--- src/core/rhp_pkg.sv ---
`default_nettype none
package rhp_pkg;
	// Number of downstream ports and register command codes
	localparam int NP = 2;
	localparam logic [7:0] CMD_RD [NP] = '{8'h15, 8'h16};
	localparam logic [7:0] CMD_WR [NP] = '{8'h95, 8'h96};

	// Status bit positions in the lower half word
	localparam int B_CONN = 0;
	localparam int B_EN = 1;
	localparam int B_SUSP = 2;
	localparam int B_OC = 3;
	localparam int B_RST = 4;
	localparam int B_PWR = 8;
	localparam int B_LS = 9;

	// Write-one command bits in the lower half word
	localparam int W_CLR_EN = 0;
	localparam int W_SET_EN = 1;
	localparam int W_SET_SUSP = 2;
	localparam int W_CLR_SUSP = 3;
	localparam int W_SET_RST = 4;
	localparam int W_SET_PWR = 8;
	localparam int W_CLR_PWR = 9;

	// Change flags: upper half word, index within the five-bit field
	localparam int CHG_LSB = 16;
	localparam int CHG_W = 5;
	localparam int C_CONN = 0;
	localparam int C_EN = 1;
	localparam int C_SUSP = 2;
	localparam int C_OC = 3;
	localparam int C_RST = 4;

	// Values after reset
	localparam logic [CHG_W-1:0] CHG_RST = 5'h00;
	localparam logic [NP-1:0] STAT_RST = 2'h0;
	localparam logic [31:0] RD_RST = 32'h0000_0000;

	// Timing
	localparam int unsigned CLK_KHZ = 40000;
	localparam int unsigned RESET_MS = 10;
	localparam int unsigned RESUME_MS = 20;
	localparam int unsigned RESYNC_MS = 3;
	localparam int unsigned EOP_NS = 1333;
	localparam int unsigned RESET_CYC = RESET_MS * CLK_KHZ;
	localparam int unsigned RESUME_CYC = RESUME_MS * CLK_KHZ;
	localparam int unsigned RESYNC_CYC = RESYNC_MS * CLK_KHZ;
	localparam int unsigned EOP_CYC = (EOP_NS * (CLK_KHZ / 1000) + 999) / 1000;
	localparam int TMR_W = 20;

	typedef enum logic [2:0] {PH_IDLE, PH_RESET, PH_RESUME, PH_EOP, PH_RESYNC} rhp_phase_t;
endpackage
`default_nettype wire

--- src/core/rhp_cycle_timer.sv ---
`timescale 1ns/1ps
`default_nettype none
module rhp_cycle_timer #(
	parameter int W = 20
) (
	input wire logic clock_in,
	input wire logic sys_rst_in,
	input wire logic load_in,
	input wire logic [W-1:0] count_in,
	output logic done_out
);
	logic [W-1:0] cnt_r;
	logic [W-1:0] cnt_nxt;
	logic done_r;
	logic done_nxt;

	// Done pulses in the cycle that the loaded count reaches zero
	always_comb begin
		cnt_nxt = cnt_r;
		done_nxt = 1'b0;
		if (load_in) begin
			cnt_nxt = count_in;
		end else if (cnt_r != '0) begin
			cnt_nxt = cnt_r - 1'b1;
			done_nxt = (cnt_r == W'(1));
		end
	end

	always_ff @(posedge clock_in) begin
		if (sys_rst_in) begin
			cnt_r <= '0;
			done_r <= 1'b0;
		end else begin
			cnt_r <= cnt_nxt;
			done_r <= done_nxt;
		end
	end

	assign done_out = done_r;
endmodule
`default_nettype wire

--- src/core/rhp_port_regs.sv ---
// Function
// One port register per downstream port
// Low half status, high half change flags
// Read codes 15h and 16h return registers
// Write codes 95h and 96h update registers
// Software writes zero to reserved bits
// Reset-done flag set after 10 ms reset
// Change flags cleared by writing one
// Overcurrent flag set when indicator changes
// Overcurrent flag meaningless in global mode
// Suspend flag set after full resume sequence
// Reset-done set clears suspend flag
// Enable flag set on hardware disable
// Software enable changes leave flag alone
// Flags and status bits reset to zero
// Connect flag on attach, detach, bad request
// Hardware set beats software clear
`timescale 1ns/1ps
`default_nettype none
module rhp_port_regs import rhp_pkg::*; #(
	parameter int unsigned RESET_CYCLES = RESET_CYC,
	parameter int unsigned RESUME_CYCLES = RESUME_CYC,
	parameter int unsigned RESYNC_CYCLES = RESYNC_CYC
) (
	input wire logic clock_in,
	input wire logic sys_rst_in,
	input wire logic cmd_valid_in,
	input wire logic [7:0] cmd_code_in,
	input wire logic [31:0] cmd_wdata_in,
	input wire logic per_port_oc_in,
	input wire logic [NP-1:0] connect_in,
	input wire logic [NP-1:0] low_speed_in,
	input wire logic [NP-1:0] overcurrent_in,
	input wire logic [NP-1:0] remote_resume_in,
	input wire logic [NP-1:0] hw_disable_in,
	output logic [31:0] rd_data_out,
	output logic rd_valid_out,
	output logic [NP-1:0] port_power_out,
	output logic [NP-1:0] port_enabled_out,
	output logic [NP-1:0] port_suspended_out,
	output logic [NP-1:0] port_reset_out,
	output logic [NP-1:0] port_resume_out,
	output logic [NP-1:0] port_eop_out
);
	logic [NP-1:0] conn_r, conn_nxt;
	logic [NP-1:0] en_r, en_nxt;
	logic [NP-1:0] susp_r, susp_nxt;
	logic [NP-1:0] oc_r, oc_nxt;
	logic [NP-1:0] rst_r, rst_nxt;
	logic [NP-1:0] pwr_r, pwr_nxt;
	logic [NP-1:0] ls_r, ls_nxt;
	logic [NP-1:0] resume_r, resume_nxt;
	logic [NP-1:0] eop_r, eop_nxt;
	logic [CHG_W-1:0] chg_r [NP];
	logic [CHG_W-1:0] chg_nxt [NP];
	rhp_phase_t phase_r [NP];
	rhp_phase_t phase_nxt [NP];
	logic [31:0] rd_data_r, rd_data_nxt;
	logic rd_valid_r, rd_valid_nxt;
	logic [NP-1:0] tload;
	logic [TMR_W-1:0] tcnt [NP];
	logic [NP-1:0] tdone;

	// One sequencing timer per port
	for (genvar g = 0; g < NP; g++) begin : g_tmr
		rhp_cycle_timer #(
			.W(TMR_W)
		) u_tmr (
			.clock_in(clock_in),
			.sys_rst_in(sys_rst_in),
			.load_in(tload[g]),
			.count_in(tcnt[g]),
			.done_out(tdone[g])
		);
	end

	always_comb begin
		logic wr;
		logic [CHG_W-1:0] set;
		logic [CHG_W-1:0] clr;
		wr = 1'b0;
		set = '0;
		clr = '0;
		conn_nxt = conn_r;
		en_nxt = en_r;
		susp_nxt = susp_r;
		oc_nxt = oc_r;
		rst_nxt = rst_r;
		pwr_nxt = pwr_r;
		ls_nxt = ls_r;
		resume_nxt = resume_r;
		eop_nxt = eop_r;
		tload = '0;
		for (int p = 0; p < NP; p++) begin
			chg_nxt[p] = chg_r[p];
			phase_nxt[p] = phase_r[p];
			tcnt[p] = '0;
		end
		rd_valid_nxt = 1'b0;
		rd_data_nxt = rd_data_r;

		for (int p = 0; p < NP; p++) begin
			wr = cmd_valid_in && (cmd_code_in == CMD_WR[p]);
			set = '0;
			clr = wr ? cmd_wdata_in[CHG_LSB +: CHG_W] : '0;

			// Attach and detach
			conn_nxt[p] = connect_in[p];
			ls_nxt[p] = connect_in[p] & low_speed_in[p];
			if (connect_in[p] != conn_r[p]) begin
				set[C_CONN] = 1'b1;
			end

			// Software commands, one-written bits only
			if (wr) begin
				if (cmd_wdata_in[W_CLR_EN]) begin
					en_nxt[p] = 1'b0;
				end
				if (cmd_wdata_in[W_SET_EN]) begin
					if (conn_r[p]) begin
						en_nxt[p] = 1'b1;
					end else begin
						set[C_CONN] = 1'b1;
					end
				end
				if (cmd_wdata_in[W_SET_SUSP]) begin
					if (!conn_r[p]) begin
						set[C_CONN] = 1'b1;
					end else if (en_r[p] && phase_r[p] == PH_IDLE) begin
						susp_nxt[p] = 1'b1;
					end
				end
				if (cmd_wdata_in[W_CLR_SUSP] && susp_r[p] && phase_r[p] == PH_IDLE) begin
					phase_nxt[p] = PH_RESUME;
					tload[p] = 1'b1;
					tcnt[p] = TMR_W'(RESUME_CYCLES);
				end
				if (cmd_wdata_in[W_SET_RST]) begin
					if (!conn_r[p]) begin
						set[C_CONN] = 1'b1;
					end else if (phase_r[p] == PH_IDLE) begin
						rst_nxt[p] = 1'b1;
						phase_nxt[p] = PH_RESET;
						tload[p] = 1'b1;
						tcnt[p] = TMR_W'(RESET_CYCLES);
					end
				end
				if (cmd_wdata_in[W_SET_PWR]) begin
					pwr_nxt[p] = 1'b1;
				end
				if (cmd_wdata_in[W_CLR_PWR]) begin
					pwr_nxt[p] = 1'b0;
					en_nxt[p] = 1'b0;
				end
			end

			// Device-initiated resume of a suspended port
			if (remote_resume_in[p] && susp_r[p] && phase_r[p] == PH_IDLE && !tload[p]) begin
				phase_nxt[p] = PH_RESUME;
				tload[p] = 1'b1;
				tcnt[p] = TMR_W'(RESUME_CYCLES);
			end

			// Reset and resume sequencing
			case (phase_r[p])
				PH_IDLE: begin
				end
				PH_RESET: begin
					if (tdone[p]) begin
						rst_nxt[p] = 1'b0;
						en_nxt[p] = conn_r[p];
						set[C_RST] = 1'b1;
						phase_nxt[p] = PH_IDLE;
					end
				end
				PH_RESUME: begin
					if (tdone[p]) begin
						phase_nxt[p] = PH_EOP;
						tload[p] = 1'b1;
						tcnt[p] = TMR_W'(EOP_CYC);
					end
				end
				PH_EOP: begin
					if (tdone[p]) begin
						phase_nxt[p] = PH_RESYNC;
						tload[p] = 1'b1;
						tcnt[p] = TMR_W'(RESYNC_CYCLES);
					end
				end
				PH_RESYNC: begin
					if (tdone[p]) begin
						susp_nxt[p] = 1'b0;
						set[C_SUSP] = 1'b1;
						phase_nxt[p] = PH_IDLE;
					end
				end
				default: begin
					phase_nxt[p] = PH_IDLE;
				end
			endcase

			// Overcurrent only tracked when reported per port
			oc_nxt[p] = per_port_oc_in & overcurrent_in[p];
			if (per_port_oc_in && oc_nxt[p] != oc_r[p]) begin
				set[C_OC] = 1'b1;
			end

			// Hardware disable only acts on an enabled port; a same-cycle software enable of a disabled port still takes effect
			if (en_r[p] && (hw_disable_in[p] || !connect_in[p] || oc_nxt[p])) begin
				en_nxt[p] = 1'b0;
				set[C_EN] = 1'b1;
			end
			if (!connect_in[p]) begin
				susp_nxt[p] = 1'b0;
			end

			// Reset completion drops a pending resume indication
			if (set[C_RST]) begin
				clr[C_SUSP] = 1'b1;
				set[C_SUSP] = 1'b0;
			end
			chg_nxt[p] = (chg_r[p] & ~clr) | set;

			resume_nxt[p] = (phase_nxt[p] == PH_RESUME);
			eop_nxt[p] = (phase_nxt[p] == PH_EOP);

			if (cmd_valid_in && cmd_code_in == CMD_RD[p]) begin
				rd_valid_nxt = 1'b1;
				rd_data_nxt = '0;
				rd_data_nxt[CHG_LSB +: CHG_W] = chg_r[p];
				rd_data_nxt[B_LS] = ls_r[p];
				rd_data_nxt[B_PWR] = pwr_r[p];
				rd_data_nxt[B_RST] = rst_r[p];
				rd_data_nxt[B_OC] = oc_r[p];
				rd_data_nxt[B_SUSP] = susp_r[p];
				rd_data_nxt[B_EN] = en_r[p];
				rd_data_nxt[B_CONN] = conn_r[p];
			end
		end
	end

	always_ff @(posedge clock_in) begin
		if (sys_rst_in) begin
			conn_r <= STAT_RST;
			en_r <= STAT_RST;
			susp_r <= STAT_RST;
			oc_r <= STAT_RST;
			rst_r <= STAT_RST;
			pwr_r <= STAT_RST;
			ls_r <= STAT_RST;
			resume_r <= STAT_RST;
			eop_r <= STAT_RST;
			for (int p = 0; p < NP; p++) begin
				chg_r[p] <= CHG_RST;
				phase_r[p] <= PH_IDLE;
			end
			rd_data_r <= RD_RST;
			rd_valid_r <= 1'b0;
		end else begin
			conn_r <= conn_nxt;
			en_r <= en_nxt;
			susp_r <= susp_nxt;
			oc_r <= oc_nxt;
			rst_r <= rst_nxt;
			pwr_r <= pwr_nxt;
			ls_r <= ls_nxt;
			resume_r <= resume_nxt;
			eop_r <= eop_nxt;
			for (int p = 0; p < NP; p++) begin
				chg_r[p] <= chg_nxt[p];
				phase_r[p] <= phase_nxt[p];
			end
			rd_data_r <= rd_data_nxt;
			rd_valid_r <= rd_valid_nxt;
		end
	end

	assign rd_data_out = rd_data_r;
	assign rd_valid_out = rd_valid_r;
	assign port_power_out = pwr_r;
	assign port_enabled_out = en_r;
	assign port_suspended_out = susp_r;
	assign port_reset_out = rst_r;
	assign port_resume_out = resume_r;
	assign port_eop_out = eop_r;
endmodule
`default_nettype wire

--- config.mk ---
export PLATFORM = sky130hd
export DESIGN_NAME = rhp_port_regs
export DESIGN_NICKNAME = d
export VERILOG_FILES = /design/src/core/rhp_pkg.sv /design/src/core/rhp_cycle_timer.sv /design/src/core/rhp_port_regs.sv
export SDC_FILE = /design/constraint.sdc
export NUM_CORES = 1
export LEC_CHECK = 0
export ABC_CLOCK_PERIOD_IN_PS = 2700
export BUFFER_PORTS_ARGS = -buffer_cell sky130_fd_sc_hd__buf_4
export CAP_MARGIN = 20
export CORE_MARGIN = 10
export CORE_UTILIZATION = 51
export CTS_BUF_LIST = sky130_fd_sc_hd__clkbuf_2
export CTS_CLUSTER_SIZE = 40
export DETAILED_ROUTE_END_ITERATION = 8
export PLACE_DENSITY_LB_ADDON = 0.15
export SKIP_LAST_GASP = 1
export SLEW_MARGIN = 15
export SYNTH_ARGS = -nofsm -noshare
export SYNTH_HDL_FRONTEND = slang
export SYNTH_HIERARCHICAL = 1
export SYNTH_SLANG_ARGS = --single-unit
--- constraint.sdc ---
create_clock -name clock_in -period 2.7 [get_ports clock_in]
set_clock_uncertainty 0.05 [all_clocks]
set_input_delay 0.405 -clock clock_in [delete_from_list [all_inputs] [get_ports clock_in]]
set_output_delay 0.405 -clock clock_in [all_outputs]
set_load 0.05 [all_outputs]
==> results of run 1 <==
==> layer usage <==
layer  global-route usage, %  share of wire, %
met4                    5.78               1.7
met3                    4.06               6.6
met5                       0                 0
met1                    20.6                46
met2                    26.2                46
==> kinds of logic (layout without fill, tap and decap cells) <==
group	Yosys count	count (layout)
AOI/OAI and AO/OA	125	125
xor gates and xnor gates	38	38
adders and majority gates	8	8
buffers and inverters	63	108
DFF	89	89
other	1	24
and+or+nand+nor	225	225
==> sequential cells by signal (all words and copies together) (netlist names) <==
register              flops
rd_valid_out              1
phase_r                   6
g_tmr.u_tmr/cnt_r        40
port_eop_out              2
port_enabled_out          2
oc_r                      2
port_reset_out            2
rd_data_out              12
g_tmr.u_tmr/done_out      2
port_suspended_out        2
chg_r                    10
port_resume_out           2
port_power_out            2
ls_r                      2
conn_r                    2
==> power by group through the flow <==
| stage | Combinational, W | Clock (W) | Sequential [W] |
|---|---|---|---|
| global placement | 0.00175 | 0 | 0.00182 |
| detailed placement | 0.00179 | 0 | 0.00183 |
| finish | 0.00180 | 0.000667 | 0.00180 |
| CTS | 0.00181 | 0.000694 | 0.00180 |
| floorplan | 0.00152 | 0 | 0.00178 |
| global route | 0.00204 | 0.000735 | 0.00185 |
==> through the flow <==
step	hold WS [ps]	util [%]
3_3_place_gp	417	58.1
4_1_cts	3.63	59.7
3_5_place_dp	420	58.1
6_report	41.3	59.9
5_1_grt	4.76	59.9
2_1_floorplan	405	-
==> layout make-up <==
class                   count  area, um^2
inverters                  17        68.8
fillers                   783        3510
clock inverters             7        71.3
repair buffers             75         573
multi-input cells         420        2570
well taps                 108         135
flip-flops and latches     89        1780
clock buffers               9        45.0
==> path summary, 6_finish.rpt <==
kind / startpoint / to / slack, ps / depth (start not counted)
worst max-delay path: g_tmr[1].u_tmr/cnt_r[6] / g_tmr[1].u_tmr/cnt_r[7] / 360 / 5
worst min-delay path: overcurrent_in[0] / oc_r[0] / 40 / 2
worst max register to register: g_tmr[1].u_tmr/cnt_r[6] / g_tmr[1].u_tmr/cnt_r[7] / 360 / 5
worst min register to register: chg_r[0][3] / chg_r[0][3] / 450 / 2
==> cells in the mapped netlist, types with 7 or more instances <==
| library cell | count |
|---|---|
| dfxtp_1 | 89 |
| nand2_1 | 55 |
| nor2_1 | 55 |
| o21ai_0 | 31 |
| a21oi_1 | 20 |
| buf_4 | 20 |
| xnor2_1 | 20 |
| clkbuf_1 | 18 |
| xor2_1 | 18 |
| a211oi_1 | 17 |
| inv_1 | 16 |
| nor4_1 | 15 |
| nand3_1 | 14 |
| o22ai_1 | 12 |
| nor3_1 | 11 |
| ha_1 | 8 |
| a31oi_1 | 7 |
| buf_2 | 7 |
| nor2b_1 | 7 |
| o21ai_1 | 7 |
| or3_1 | 7 |
==> repair_timing <==
item                                   4_1_cts  5_1_grt
resized for setup                            0        1
hold buffers                                 3        1
endpoints found under the hold margin        4        1
setup endpoints to repair                    0        6
==> impl_metrics.prom, run 1 <==
# TYPE chip_impl_metric gauge
chip_impl_metric{name="std_cell_rows",unit=""} 34
chip_impl_metric{name="place.gp.congestion",unit=""} 0.875
chip_impl_metric{name="grt_pass1_wl",unit="um"} 18300
chip_impl_info{name="cp_top_family",value="simple AND/OR/NAND/NOR gates"} 1
chip_impl_metric{name="yosys.area_share.simple",unit="%"} 27.2
chip_impl_metric{name="drt_first_pass_iters",unit=""} 5
chip_impl_metric{name="initial_core_util",unit="%"} 52.5
chip_impl_metric{name="grt_pass1_vias",unit=""} 3921
chip_impl_metric{name="numPortBuffers",unit=""} 58
chip_impl_metric{name="synth_seq_area_share",unit="%"} 38.8
chip_impl_metric{name="max_clock_freq",unit="GHz"} 0.427
chip_impl_metric{name="antenna_violations_before_repair",unit=""} 0
chip_impl_metric{name="power.density",unit="nW/um^2"} 814
chip_impl_metric{name="synth-xor-area-share",unit="%"} 7.24
chip_impl_metric{name="netSwitchingFraction",unit="%"} 41.3
chip_impl_metric{name="combinational_power_share",unit="%"} 42.2
chip_impl_metric{name="syn_avg_cell_area",unit="um^2"} 8.37
chip_impl_metric{name="io_pins",unit=""} 99
chip_impl_metric{name="drt_drc_violations_left",unit=""} 0
chip_impl_metric{name="initialDrtViolationCount",unit=""} 248
chip_impl_info{name="cts.root.buffer_cell",value="clkbuf_2"} 1
chip_impl_metric{name="antenna_fix_cells",unit=""} 0
chip_impl_metric{name="asyncSetResetFlopFracSynth",unit="%"} 0
chip_impl_metric{name="ys_types",unit=""} 59
chip_impl_metric{name="synthesis.instances",unit=""} 549
chip_impl_metric{name="layout-area-overhead-vs-synth",unit="%"} 14.2
chip_impl_metric{name="worstMarginPinSlew",unit="ps"} 785
chip_impl_metric{name="post-route-period-util",unit="%"} 86.8
chip_impl_metric{name="cp_max_fo",unit=""} 15
chip_impl_metric{name="setup_tns",unit="ps"} 0
chip_impl_metric{name="internal_power",unit="W"} 0.00251
chip_impl_metric{name="power_frac_seq",unit="%"} 42.2
chip_impl_info{name="outcome",value="finished, final reports clean"} 1
chip_impl_info{name="setup.worst_path.end_class",value="flip-flop"} 1
chip_impl_info{name="final_common_cell",value="dfxtp_1"} 1
chip_impl_metric{name="number_of_synthesized_flops_with_an_enable_pin",unit=""} 0
chip_impl_metric{name="critical_path_arrival",unit="ps"} 2740
chip_impl_metric{name="core",unit="um^2"} 8760
chip_impl_metric{name="nNetsFinal",unit=""} 674
chip_impl_metric{name="synth_top_cell_area_share",unit="%"} 38.8
chip_impl_metric{name="num_vias",unit=""} 4020
chip_impl_metric{name="fp.dieArea",unit="um^2"} 13200
chip_impl_info{name="slowest_stage",value="or4_4"} 1
chip_impl_info{name="crit_path_cell_trace",value="or4_4 -> nor3_4 -> nand4_2 -> nand2_1 -> o21ai_0"} 1
chip_impl_metric{name="pre_cts_slack",unit="ps"} 264
chip_impl_metric{name="mappedNetlistArea",unit="um^2"} 4600
chip_impl_metric{name="synth.ff_latch_count",unit=""} 89
chip_impl_metric{name="cts.path.max_buffers",unit=""} 2
chip_impl_metric{name="adder_cell_fraction_of_synth_area",unit="%"} 2.18
chip_impl_metric{name="final-setup-viol-count",unit=""} 0
chip_impl_info{name="most-common-layout-cells",value="dfxtp_1 (89), buf_4 (71), nor2_1 (55), nand2_1 (55), o21ai_0 (31)"} 1
chip_impl_metric{name="route.final.wire_length",unit="um"} 11000
chip_impl_metric{name="cts_made_buffers",unit=""} 9
chip_impl_metric{name="finish.instance_area",unit="um^2"} 5250
chip_impl_metric{name="place.detailed.hpwl",unit="um"} 8310
chip_impl_metric{name="post_cts_buffers",unit=""} 0
chip_impl_metric{name="dpl.cell_count",unit=""} 705
chip_impl_metric{name="max_stage_delay",unit="ps"} 570
chip_impl_info{name="synth.largest_area_cell",value="dfxtp_1"} 1
chip_impl_metric{name="gr_ovfl_total",unit=""} 0
chip_impl_info{name="cts_tree",value="yes"} 1
chip_impl_metric{name="required",unit="ps"} 3100
chip_impl_metric{name="synth-compound-area-share",unit="%"} 17.3
chip_impl_info{name="synth_top_family_by_area",value="simple AND/OR/NAND/NOR gates"} 1
chip_impl_info{name="yosys_most_used_dff",value="dfxtp_1"} 1
chip_impl_metric{name="clkLatencyLatePin",unit="ps"} 550
chip_impl_metric{name="yosys-mux-area-fraction",unit="%"} 0
chip_impl_metric{name="track_usage",unit="%"} 16.3
chip_impl_metric{name="final-hold-violation-count",unit=""} 0
chip_impl_metric{name="grt_max_degree",unit=""} 51
chip_impl_metric{name="critical_path.n_buffers_inverters",unit=""} 0
chip_impl_metric{name="final.setup.worst_slack",unit="ps"} 356
chip_impl_metric{name="die-width",unit="um"} 115
chip_impl_metric{name="number_of_levels_in_the_clock_h_tree",unit=""} 3
chip_impl_metric{name="route.detailed.vias_per_inst",unit=""} 5.54
chip_impl_metric{name="layout.cells.non_filler",unit=""} 725
chip_impl_info{name="synth_area_leaders",value="dfxtp_1 (39%), nand2_1 (4.5%), nor2_1 (4.5%)"} 1
chip_impl_metric{name="switchingPower",unit="W"} 0.00177
chip_impl_metric{name="clk_pin_slew_worst_paths",unit="ps"} 290
chip_impl_info{name="worstSetupStartpointType",value="flip-flop"} 1
chip_impl_metric{name="total_power_of_the_final_layout",unit="W"} 0.00428
chip_impl_metric{name="final_period_minus_worst_setup_slack",unit="ps"} 2340
chip_impl_info{name="category_of_the_critical_setup_timing_path",value="reg -> reg"} 1
chip_impl_metric{name="vdd_drop_max",unit="mV"} 0.429
chip_impl_metric{name="layout-drive-gt1-share",unit="%"} 17.5
chip_impl_metric{name="detail-route-antenna-nets",unit=""} 0
chip_impl_metric{name="max_cap_violations",unit=""} 0
chip_impl_metric{name="clock_sinks",unit=""} 89
chip_impl_metric{name="die_h",unit="um"} 115
chip_impl_metric{name="number_of_pins_with_negative_max_slew_slack_in_the_final_report",unit=""} 0
chip_impl_metric{name="routedWlPerCell",unit="um"} 15.2
chip_impl_metric{name="power.clock.fraction",unit="%"} 15.6
chip_impl_metric{name="slew_headroom",unit="%"} 47.5
chip_impl_metric{name="post_dp_cell_area",unit="um^2"} 5090
chip_impl_info{name="grt_setup_unrepaired",value="false"} 1
chip_impl_metric{name="synthesis.yosys.warnings",unit=""} 6
chip_impl_info{name="min_path_type",value="in -> reg"} 1
chip_impl_metric{name="p_leak",unit="nW"} 2.17
No activity file was read; power rests on OpenSTA's default activity.
==> inputs of run 2 (changes only) <==
--- a/config.mk
+++ b/config.mk
@@ -5,11 +5,11 @@
 export SDC_FILE = /design/constraint.sdc
 export NUM_CORES = 1
 export LEC_CHECK = 0
-export ABC_CLOCK_PERIOD_IN_PS = 2700
+export ABC_CLOCK_PERIOD_IN_PS = 2900
 export BUFFER_PORTS_ARGS = -buffer_cell sky130_fd_sc_hd__buf_4
 export CAP_MARGIN = 20
 export CORE_MARGIN = 10
-export CORE_UTILIZATION = 51
+export CORE_UTILIZATION = 61
 export CTS_BUF_LIST = sky130_fd_sc_hd__clkbuf_2
 export CTS_CLUSTER_SIZE = 40
 export DETAILED_ROUTE_END_ITERATION = 8
==> constraint.sdc (replaced) <==
create_clock -name clock_in -period 2.9 [get_ports clock_in]
set_clock_uncertainty 0.05 [all_clocks]
set_input_delay 0.435 -clock clock_in [delete_from_list [all_inputs] [get_ports clock_in]]
set_output_delay 0.435 -clock clock_in [all_outputs]
set_load 0.05 [all_outputs]
==> run 2 against run 1 <==
Against the previous run:
- critical endpoint unchanged
- critical path depth up 3
- register-to-register slack better by 120 ps
- via count is 0.60% higher
- largest power group unchanged
- die area fell by 14%
- setup slack gained 120 ps
- combinational power shrank 7%
- critical path type unchanged
- clock power rose by 0.7%
- largest cell class unchanged
- wire length rose by 0.25%
==> impl_metrics.prom, run 2 (same netlist as run 1, synthesis figures left out) <==
# TYPE chip_impl_metric gauge
chip_impl_info{name="outcome",value="finished, final reports clean"} 1
chip_impl_metric{name="io_pins",unit=""} 99
chip_impl_metric{name="grt_pass1_vias",unit=""} 4059
chip_impl_metric{name="post_cts_buffers",unit=""} 0
chip_impl_metric{name="route.final.wire_length",unit="um"} 11000
chip_impl_metric{name="clk_pin_slew_worst_paths",unit="ps"} 290
chip_impl_metric{name="cts_made_buffers",unit=""} 9
chip_impl_info{name="most-common-layout-cells",value="dfxtp_1 (89), buf_4 (66), nor2_1 (55), nand2_1 (55), o21ai_0 (31)"} 1
chip_impl_metric{name="power_frac_seq",unit="%"} 41.7
chip_impl_metric{name="die-width",unit="um"} 107
chip_impl_metric{name="worst_setup_slack_for_register_to_register_paths",unit="ps"} 470
chip_impl_metric{name="number_of_levels_in_the_clock_h_tree",unit=""} 3
chip_impl_metric{name="routedWlPerCell",unit="um"} 15.6
chip_impl_metric{name="cell_depth_of_the_worst_hold_path",unit=""} 2
chip_impl_metric{name="pre_cts_slack",unit="ps"} 397
chip_impl_metric{name="max_clock_freq",unit="GHz"} 0.412
chip_impl_metric{name="numPortBuffers",unit=""} 58
chip_impl_metric{name="cp_max_fo",unit=""} 14
chip_impl_metric{name="place.gp.congestion",unit=""} 0.875
chip_impl_metric{name="dpl.cell_count",unit=""} 691
chip_impl_metric{name="final-hold-violation-count",unit=""} 0
chip_impl_metric{name="antenna_violations_before_repair",unit=""} 0
chip_impl_info{name="rr_endpoint",value="g_tmr[1].u_tmr/cnt_r[7]"} 1
chip_impl_metric{name="timing.reg2reg.worst_path_depth",unit=""} 8
chip_impl_metric{name="netSwitchingFraction",unit="%"} 40.5
chip_impl_metric{name="die_h",unit="um"} 107
chip_impl_metric{name="cts.path.max_buffers",unit=""} 2
chip_impl_metric{name="slew_headroom",unit="%"} 35.1
chip_impl_metric{name="grt_max_degree",unit=""} 51
chip_impl_info{name="setup.worst_path.end_class",value="flip-flop"} 1
chip_impl_metric{name="layout-area-overhead-vs-synth",unit="%"} 13.1
chip_impl_info{name="worstSetupStartpointType",value="flip-flop"} 1
chip_impl_metric{name="grt_pass1_wl",unit="um"} 18400
chip_impl_metric{name="finish.instance_area",unit="um^2"} 5200
chip_impl_info{name="largest-register",value="g_tmr.u_tmr/cnt_r"} 1
chip_impl_info{name="worstHoldStart",value="overcurrent_in[0]"} 1
chip_impl_metric{name="std_cell_rows",unit=""} 31
chip_impl_metric{name="worstMarginPinSlew",unit="ps"} 960
chip_impl_metric{name="combinational_power_share",unit="%"} 41.7
chip_impl_metric{name="clkLatencyLatePin",unit="ps"} 560
chip_impl_metric{name="power.density",unit="nW/um^2"} 778
chip_impl_info{name="cts.root.buffer_cell",value="clkbuf_2"} 1
chip_impl_metric{name="power.clock.fraction",unit="%"} 16.6
chip_impl_metric{name="core",unit="um^2"} 7290
chip_impl_metric{name="drt_drc_violations_left",unit=""} 0
chip_impl_metric{name="hold_buffers",unit=""} 3
chip_impl_metric{name="antenna_fix_cells",unit=""} 0
chip_impl_metric{name="place.detailed.hpwl",unit="um"} 8170
chip_impl_info{name="crit-reg2reg-launch",value="port_suspended_out[1]"} 1
chip_impl_metric{name="required",unit="ps"} 3330
chip_impl_metric{name="switchingPower",unit="W"} 0.00164
chip_impl_metric{name="detail_route.wirelength.met1",unit="um"} 4840
chip_impl_metric{name="route.detailed.vias_per_inst",unit=""} 5.70
chip_impl_info{name="grt_setup_unrepaired",value="false"} 1
chip_impl_metric{name="detail-route-antenna-nets",unit=""} 0
chip_impl_metric{name="ctsResizeCount",unit=""} 0
chip_impl_metric{name="largest_register_ff_count",unit=""} 40
chip_impl_metric{name="num_vias",unit=""} 4044
chip_impl_metric{name="gr_ovfl_total",unit=""} 0
chip_impl_metric{name="initial_core_util",unit="%"} 63.0
chip_impl_metric{name="layout-drive-gt1-share",unit="%"} 16.7
chip_impl_metric{name="post_dp_cell_area",unit="um^2"} 5040
chip_impl_metric{name="met2_length",unit="um"} 5420
chip_impl_metric{name="number_of_pins_with_negative_max_slew_slack_in_the_final_report",unit=""} 0
chip_impl_metric{name="drt_first_pass_iters",unit=""} 4
chip_impl_metric{name="vdd_drop_max",unit="mV"} 0.547
chip_impl_metric{name="final.setup.worst_slack",unit="ps"} 471
chip_impl_info{name="topRoutingLayerUsed",value="met4"} 1
chip_impl_info{name="min_path_type",value="in -> reg"} 1
chip_impl_metric{name="fp.dieArea",unit="um^2"} 11400
chip_impl_metric{name="clock_sinks",unit=""} 89
chip_impl_metric{name="post-route-period-util",unit="%"} 83.8
chip_impl_metric{name="nNetsFinal",unit=""} 668
chip_impl_info{name="worst_hold_path.endpoint",value="oc_r[0]"} 1
chip_impl_metric{name="setup_tns",unit="ps"} 0
chip_impl_info{name="final_common_cell",value="dfxtp_1"} 1
chip_impl_metric{name="final-setup-viol-count",unit=""} 0
chip_impl_metric{name="critical_path_arrival",unit="ps"} 2860
chip_impl_metric{name="final_period_minus_worst_setup_slack",unit="ps"} 2430
chip_impl_metric{name="layout.cells.non_filler",unit=""} 710
chip_impl_metric{name="p_leak",unit="nW"} 2.14
chip_impl_metric{name="initialDrtViolationCount",unit=""} 188
chip_impl_metric{name="detailroute.wirelength.met3",unit="um"} 625
chip_impl_info{name="cts_tree",value="yes"} 1
chip_impl_info{name="category_of_the_critical_setup_timing_path",value="reg -> reg"} 1
chip_impl_metric{name="max_cap_violations",unit=""} 0
chip_impl_metric{name="internal_power",unit="W"} 0.00241
chip_impl_metric{name="track_usage",unit="%"} 19.0
-- run 2: area by class of cell --
| type | instances | area (um^2) |
|---|---|---|
| Inverter | 17 | 68.8 |
| Fill cell | 606 | 2090 |
| Clock buffer | 9 | 45.0 |
| Multi-Input combinational cell | 420 | 2570 |
| Clock inverter | 7 | 83.8 |
| Tap cell | 99 | 124 |
| Timing Repair Buffer | 69 | 526 |
| Sequential cell | 89 | 1780 |
-- run 2: worst max-delay path by stage --
stage | cells after the start | to | slack (ps) | from
floorplan | 10 | g_tmr[1].u_tmr/cnt_r[17] | 280 | port_suspended_out[1]
global placement | 8 | g_tmr[0].u_tmr/cnt_r[7] | 470 | cmd_code_in[5]
detailed placement | 8 | g_tmr[0].u_tmr/cnt_r[18] | 400 | cmd_code_in[5]
CTS | 8 | g_tmr[1].u_tmr/cnt_r[7] | 530 | phase_r[0][3]
global route | 8 | g_tmr[1].u_tmr/cnt_r[7] | 250 | phase_r[0][3]
finish | 8 | g_tmr[1].u_tmr/cnt_r[7] | 470 | port_suspended_out[1]
-- run 2: metrics by stage --
step | total power [W] | hold slack [ps] | util [%]
floorplan | 0.00307 | 405 | -
global placement | 0.00330 | 413 | 69.1
detailed placement | 0.00337 | 427 | 69.1
CTS | 0.00406 | 45.2 | 71.3
global route | 0.00434 | 36.3 | 71.3
finish | 0.00404 | 78.6 | 71.3
-- run 2: worst max-delay path, stage by stage, from the launching register on --
cell and delay (ps):
dfxtp_1 490, nor4b_1 450, and2_1 230, o21bai_1 160, nand2b_1 200, nor2b_1 340, buf_4 260, nand2_1 90
o21ai_0 80
-- run 2: metal layers --
layer,vias to the layer above,global-route usage (%)
met4,0,7.35
met1,1893,22.2
met3,15,4.25
met2,103,33.1
met5,-,0
li1,2033,-
-- run 2: power by group through the flow --
stage	Sequential [W]	Clock [W]	Combinational, W
floorplan	0.00165	0	0.00142
global placement	0.00169	0	0.00161
detailed placement	0.00170	0	0.00167
CTS	0.00168	0.000686	0.00169
global route	0.00172	0.000727	0.00190
finish	0.00169	0.000672	0.00168
